**config.mk**
```make
export PLATFORM = sky130hd
export DESIGN_NAME = dtmu_trigger
export DESIGN_NICKNAME = d
export VERILOG_FILES = /design/src/inc/dtmu_pkg.sv /design/src/dtmu_trigger.sv
export VERILOG_INCLUDE_DIRS = /design/src /design/src/inc
export SDC_FILE = /design/constraint.sdc
export NUM_CORES = 1
export LEC_CHECK = 0
export ABC_AREA = 0
export BUFFER_PORTS_ARGS = -buffer_cell sky130_fd_sc_hd__buf_2
export CORE_MARGIN = 1.5
export CORE_UTILIZATION = 35
export CTS_CLUSTER_DIAMETER = 200
export DETAILED_ROUTE_END_ITERATION = 7
export PLACE_DENSITY_LB_ADDON = 0.3
export SKIP_LAST_GASP = 1
export SLEW_MARGIN = 15
export SYNTH_ARGS = -nofsm -noshare
export SYNTH_HDL_FRONTEND = slang
export SYNTH_SLANG_ARGS = --single-unit
```
**constraint.sdc**
```tcl
create_clock -name mclk_in -period 5.8 [get_ports mclk_in]
set_input_delay 0.29 -clock mclk_in [delete_from_list [all_inputs] [get_ports mclk_in]]
set_output_delay 0.29 -clock mclk_in [all_outputs]
set_load 0.02 [all_outputs]
```
**src/inc/dtmu_map.svh**
```systemverilog
// Purpose: Register addresses, field positions and reset values of the trigger match unit
// Assumes: CSR-style access with a 12-bit address
// Notes: Definitions only
`ifndef DTMU_MAP_SVH
`define DTMU_MAP_SVH

`define DTMU_CTRL_ADDR 12'h7a1
`define DTMU_CMPV_ADDR 12'h7a2

`define DTMU_BIT_LOAD 0
`define DTMU_BIT_STORE 1
`define DTMU_BIT_EXEC 2
`define DTMU_BIT_UENA 3
`define DTMU_BIT_SENA 4
`define DTMU_BIT_RSVD 5
`define DTMU_BIT_MENA 6
`define DTMU_MATCH_LO 7
`define DTMU_MATCH_HI 10
`define DTMU_ACTION_LO 12
`define DTMU_ACTION_HI 15
`define DTMU_BIT_SEL 19
`define DTMU_BIT_HIT 20

`define DTMU_MATCH_EXACT 4'h0
`define DTMU_MATCH_NAPOT 4'h1
`define DTMU_ACTION_BRKPT 4'h0
`define DTMU_CMPV_RESET 32'h0000_0000
`define DTMU_ZERO32 32'h0000_0000

`endif

```
**src/inc/dtmu_pkg.sv**
```systemverilog
// Purpose: Types of the trigger match unit
// Assumes: Constants come from dtmu_map.svh
// Notes: State is one packed struct
package dtmu_pkg;

    typedef struct packed {
        logic [31:0] cmpv;
        logic [3:0] match;
        logic [3:0] action;
        logic menable;
        logic sel;
        logic hit;
        logic exec;
        logic store;
        logic load;
        logic [31:0] rdata;
        logic fire;
    } dtmu_state_t;

endpackage

```
**src/dtmu_trigger.sv**
```systemverilog
// Purpose: One debug trigger comparator with its control word and compare value
// Assumes: CSR accesses and pipeline observations are synchronous to mclk_in
// Notes: Read data and the hit output are registered, one cycle after the access
`timescale 1ns/1ps
`include "dtmu_map.svh"

// How it works
// - Match size zero fires only when the observed value equals the whole compare value, or all of it but bit zero for instruction addresses.
// - Match size one compares the top M bits, M being 31 minus the index of the lowest zero bit.
// - Only match sizes zero and one are honoured; other codes never match.
// - The trigger can fire in machine mode only when its machine enable bit is set; it resets clear.
// - The supervisor, user and adjacent reserved bits are read-only zero.
// - With execute select set, each executed instruction address is compared.
// - A control write that sets data select clears execute and load select.
// - With store select set, the store address or store data is compared as data select says.
// - With load select set, each load address is compared.
// - A breakpoint-exception trigger cannot fire while the global machine interrupt enable is clear.
// - Instruction address compares ignore bit zero of the compare value.
// - The compare value is a 32-bit read/write register that resets to zero.
// - Data select zero compares the access address, one compares the store data.
// - A firing trigger sets the hit flag, winning over a same-cycle control write; software may also set or clear it.
module dtmu_trigger
    import dtmu_pkg::*;
(
    input wire logic mclk_in,            // Core clock
    input wire logic reset_in,           // Synchronous reset, active high
    input wire logic csr_wr_in,          // CSR write strobe
    input wire logic csr_rd_in,          // CSR read strobe
    input wire logic [11:0] csr_addr_in, // CSR address
    input wire logic [31:0] csr_wdata_in,// CSR write data
    input wire logic mie_in,             // Global machine interrupt enable
    input wire logic ifu_valid_in,       // Instruction executed this cycle
    input wire logic [31:0] ifu_pc_in,   // Executed instruction address
    input wire logic ld_valid_in,        // Load access this cycle
    input wire logic [31:0] ld_addr_in,  // Load address
    input wire logic st_valid_in,        // Store access this cycle
    input wire logic [31:0] st_addr_in,  // Store address
    input wire logic [31:0] st_data_in,  // Store data
    output logic [31:0] csr_rdata_out,   // Registered read data
    output logic trig_fire_out,          // Trigger fired, one-cycle pulse
    output logic trig_sel_out,           // Data select bit
    output logic trig_hit_out,           // Hit flag
    output logic [3:0] trig_action_out   // Action field
);

    dtmu_state_t q;
    dtmu_state_t d;

    // ---------------------------------------------------------------
    // Compare helpers
    // ---------------------------------------------------------------
    function automatic logic [31:0] napot_mask(input logic [31:0] cmpv);
        // Ones above the lowest zero bit of the compare value
        logic [31:0] low_ones;
        low_ones = ~cmpv & (cmpv + 32'h0000_0001);
        napot_mask = ~((low_ones << 1) - 32'h0000_0001);
    endfunction

    function automatic logic cmp_hit(input logic [3:0] mode, input logic [31:0] cmpv,
                                     input logic [31:0] value, input logic ign0);
        logic [31:0] mask;
        mask = `DTMU_ZERO32;
        cmp_hit = 1'b0;
        unique case (mode)
            `DTMU_MATCH_EXACT: mask = ~`DTMU_ZERO32;
            `DTMU_MATCH_NAPOT: mask = napot_mask(cmpv);
            default: mask = `DTMU_ZERO32;
        endcase
        if (ign0)
        begin
            mask[0] = 1'b0;
        end
        if ((mode == `DTMU_MATCH_EXACT) || (mode == `DTMU_MATCH_NAPOT))
        begin
            cmp_hit = ((value ^ cmpv) & mask) == `DTMU_ZERO32;
        end
    endfunction

    // ---------------------------------------------------------------
    // Next state
    // ---------------------------------------------------------------
    logic [31:0] ctrl_word;
    logic exec_m;
    logic ld_m;
    logic st_m;
    logic fire;

    always_comb
    begin
        d = q;
        ctrl_word = `DTMU_ZERO32;
        ctrl_word[`DTMU_BIT_LOAD] = q.load;
        ctrl_word[`DTMU_BIT_STORE] = q.store;
        ctrl_word[`DTMU_BIT_EXEC] = q.exec;
        ctrl_word[`DTMU_BIT_MENA] = q.menable;
        ctrl_word[`DTMU_MATCH_HI:`DTMU_MATCH_LO] = q.match;
        ctrl_word[`DTMU_ACTION_HI:`DTMU_ACTION_LO] = q.action;
        ctrl_word[`DTMU_BIT_SEL] = q.sel;
        ctrl_word[`DTMU_BIT_HIT] = q.hit;

        exec_m = q.exec && ifu_valid_in && cmp_hit(q.match, q.cmpv, ifu_pc_in, 1'b1);
        ld_m = q.load && ld_valid_in && cmp_hit(q.match, q.cmpv, ld_addr_in, 1'b0);
        st_m = q.store && st_valid_in
               && cmp_hit(q.match, q.cmpv, q.sel ? st_data_in : st_addr_in, 1'b0);
        fire = q.menable && (exec_m || ld_m || st_m)
               && !((q.action == `DTMU_ACTION_BRKPT) && !mie_in);
        d.fire = fire;

        if (csr_wr_in && (csr_addr_in == `DTMU_CMPV_ADDR))
        begin
            d.cmpv = csr_wdata_in;
        end
        if (csr_wr_in && (csr_addr_in == `DTMU_CTRL_ADDR))
        begin
            d.load = csr_wdata_in[`DTMU_BIT_LOAD];
            d.store = csr_wdata_in[`DTMU_BIT_STORE];
            d.exec = csr_wdata_in[`DTMU_BIT_EXEC];
            d.menable = csr_wdata_in[`DTMU_BIT_MENA];
            d.match = csr_wdata_in[`DTMU_MATCH_HI:`DTMU_MATCH_LO];
            d.action = csr_wdata_in[`DTMU_ACTION_HI:`DTMU_ACTION_LO];
            d.sel = csr_wdata_in[`DTMU_BIT_SEL];
            d.hit = csr_wdata_in[`DTMU_BIT_HIT];
            if (csr_wdata_in[`DTMU_BIT_SEL])
            begin
                d.exec = 1'b0;
                d.load = 1'b0;
            end
        end
        if (fire)
        begin
            d.hit = 1'b1;
        end

        d.rdata = `DTMU_ZERO32;
        if (csr_rd_in && (csr_addr_in == `DTMU_CTRL_ADDR))
        begin
            d.rdata = ctrl_word;
        end
        else if (csr_rd_in && (csr_addr_in == `DTMU_CMPV_ADDR))
        begin
            d.rdata = q.cmpv;
        end
    end

    // ---------------------------------------------------------------
    // State register
    // ---------------------------------------------------------------
    always_ff @(posedge mclk_in)
    begin
        if (reset_in)
        begin
            q <= '0;
            q.cmpv <= `DTMU_CMPV_RESET;
        end
        else
        begin
            q <= d;
        end
    end

    assign csr_rdata_out = q.rdata;
    assign trig_fire_out = q.fire;
    assign trig_sel_out = q.sel;
    assign trig_hit_out = q.hit;
    assign trig_action_out = q.action;

endmodule

```
==> flow_summary.toml <==
[outcome]
outcome = "finished clean"

[layout]
final_nets = 1112
diodes = 0
fin_util = 0.426
syn2layout_area_growth_pct = 18.6
drive_gt1_frac = 0.284

[power_and_ir_drop]
peakVddDrop_mv = 0.132
power.leakage_nw = 2.88
powerDensity_nw_per_um2 = 182

[cts]
postCtsSetupBuffers = 0
cts_max_path_buffers = 2
cts_root_buf = "clkbuf_16"
cts_tree = "yes"
holdBufCountCts = 0
h-tree-depth = 3
clkLatencyLatePin_ns = 0.35
numCtsBuffers = 9
cts_sinks = 79
post_cts_resize_count = 0
path_clk_slew_ns = 0.06

[critical_path]
r2r_slack_ns = 2.53
path_cells = "nand3_2 -> nor2_1 -> a32oi_1 -> nand4_4 -> nor2_1 -> a211oi_1 -> nor2_1 -> a41oi_1 -> nand3_1"
cp_top_family = "simple AND/OR/NAND/NOR gates"
worstSetupPathType = "flop to flop"
critPathRequiredTime_ns = 6.04
cp_max_fo = 14
worstSetupEndpointType = "flop"
crit_buf_inv = 0
r2r-end = "trig_hit_out$_SDFFE_PP0P_"
cp_slowest_stage_delay_ns = 0.71
cp-start-kind = "flop"
r2r_start = "q[48]$_SDFFE_PP0P_"
r2r_cells = 9
worstPathArrival_ns = 3.51
cpMostUsedCell = "nor2_1"
critPathSlowestCell = "nor2_1"

[grt]
grt_max_degree = 69
grt_pass1_vias = 5777
grt_overflow_total = 0
track_usage = 0.241
grt_antenna_before_repair = 0
grt_pass1_wl_um = 33300

[timing]
finalCriticalPeriod_ns = 3.27
report.final.slew_viol_count = 0
tightest_slew_ns = 1.05
slew_headroom = 0.295
fin_crit_sh = 0.563
fin_worst_skew_ns = 0.00640
hold_violations = 0
setup_viol = 0
rsz0062_at_grt = "false"
max_freq_ghz = 0.306
setup_tns_ns = 0

[drt]
drt_first_iter_violations = 478
wl_per_cell_um = 19.5
drt_pass1_iterations = 5
final_antenna_net_count = 0
vias = 6270
viasPerCell = 5.40
wirelength_um = 22600
drcViolationCount = 0

[placed_design]
place.gp.congestion = 0.906
hpwl_um = 17600
numPortBuffers = 217

[synth]
avgSynthCellArea_um2 = 7.81
yosysSeqAreaShare = 0.255
synthCells = 796
yosysWarnings = 0
synth_cell_type_count = 65
synthFlopType = "dfxtp_1"
synth_top_family_by_area = "simple AND/OR/NAND/NOR gates"
ys_ff_latch = 79
synthAdderAreaFrac = 0
synth-edff-count = 0
synth_area_um2 = 6210
syn_nets = 976
yosys-top-cells-area = "dfxtp_1, xnor2_1, mux2i_1, nand2_1, buf_4"
synth_area_leader_cell = "dfxtp_1"
synth-async-reset-ratio = 0
synth_top_area_frac = 0.255
muxShareOfSynthArea = 0.0709
synth-compound-area-share = 0.173
synthSimpleGateAreaFrac = 0.274
synth-xor-area-share = 0.127

[hold_path]
min_from = "csr_wdata_in[25]"
hold_depth = 3
hold-path-endpoint = "q[72]$_SDFFE_PP0P_"
hold_class = "primary input to flop"

[floorplan]
dieArea_um2 = 18600
chipWidth_um = 136
die_y_um = 136
ios = 219
rows = 48
start_util = 0.359
core-area_um2 = 17300

[flow_run]
cap_viol_max_count = 0
[metal layers]
metal  part of all wire  GRT usage  vias to the layer above  routed length, um
met3              0.068     0.0433                       34               1530
met5                  0          0                        -                  0
li1                   -          -                     3045                  -
met4              0.025     0.0822                        0                576
met1               0.44      0.322                     2941              10000
met2               0.46      0.391                      250              10500
[final cells by class]
class / count / area [um2]
Multi-Input combinational cell: 611 / 4010
Timing Repair Buffer: 222 / 1120
Inverter: 9 / 33.8
Clock inverter: 7 / 109
Fill cell: 1855 / 9930
Clock buffer: 9 / 225
Tap cell: 225 / 282
Sequential cell: 79 / 1580
[power breakdown]
group          internal [mW]  switching [mW]
registers              0.542        0.000100
clock network          0.388           0.262
logic                 0.0761          0.0751
total                   1.01           0.337
[how the worst max path moves through the flow]
stage	startpoint	cells after the start	endpoint	slack [ns]
floorplan	q[51]$_SDFFE_PP0P_	11	trig_hit_out$_SDFFE_PP0P_	3.52
global placement	q[48]$_SDFFE_PP0P_	9	trig_hit_out$_SDFFE_PP0P_	2.61
detailed placement	trig_sel_out$_SDFFE_PP0P_	10	trig_fire_out$_SDFF_PP0_	2.62
CTS	trig_sel_out$_SDFFE_PP0P_	10	trig_fire_out$_SDFF_PP0_	2.59
global route	trig_sel_out$_SDFFE_PP0P_	10	trig_fire_out$_SDFF_PP0_	2.29
finish	q[48]$_SDFFE_PP0P_	9	trig_hit_out$_SDFFE_PP0P_	2.53
[sequential cells by signal, indices dropped and copies added, names as in the netlist]
name             flops
csr_rdata_out       32
q                   32
trig_sel_out         1
trig_hit_out         1
ctrl_word            8
trig_action_out      4
trig_fire_out        1
[cell usage after synthesis (5+ instances only)]
cell / instances
o211ai_1: 6
nor2_1: 73
nand3_1: 24
clkbuf_1: 26
o21ai_0: 28
nor4_1: 12
a31oi_1: 11
nand3b_1: 6
inv_1: 9
nor3_1: 13
a21oi_1: 52
xnor2_1: 54
dfxtp_1: 79
nand2_1: 108
a22oi_1: 18
mux2i_1: 44
buf_2: 13
and2_1: 13
nand4_1: 17
xor2_1: 36
and4_1: 6
a32oi_1: 6
nand2b_1: 8
buf_4: 51
nand4b_1: 5
[cell families (layout without fill, tap and decap cells)]
group	count (synthesis)	in the layout
AND/OR/NAND/NOR	317	317
AO/OA/AOI/OAI	160	160
buffers and inverters	106	247
XOR/XNOR	90	90
flip-flops	79	79
multiplexers	44	44
[placed cells by master, fill, tap and decap left out, drive strengths merged, types with 8 or more instances in the layout]
cell type / n
a21oi: 52
a22oi: 18
a31oi: 11
and2: 13
buf: 222
clkbuf: 9
dfxtp: 79
inv: 14
mux2i: 44
nand2: 108
nand2b: 8
nand3: 26
nand4: 22
nor2: 73
nor3: 15
nor4: 19
o21ai: 32
xnor2: 54
xor2: 36
[per-stage QoR]
step	hold WS (ns)	worst slack [ns]	total power, mW	cell area (um2)	cells
global route	0.180	2.29	1.39	7370	1162
global placement	0.493	2.61	0.704	7030	1146
finish	0.174	2.53	1.34	7370	1162
detailed placement	0.495	2.62	0.706	7030	1146
CTS	0.168	2.59	1.35	7370	1162
floorplan	0.426	3.52	0.617	6210	796
[tightest hold or removal path, delay by kind of cell]
| kind | cells | cell delay [ns] |
|---|---|---|
| and+or+nand+nor | 1 | 0.04 |
| buffers and inverters | 1 | 0.10 |
| AOI/OAI and AO/OA | 1 | 0.05 |
No activity file was read; power rests on OpenSTA's default activity.
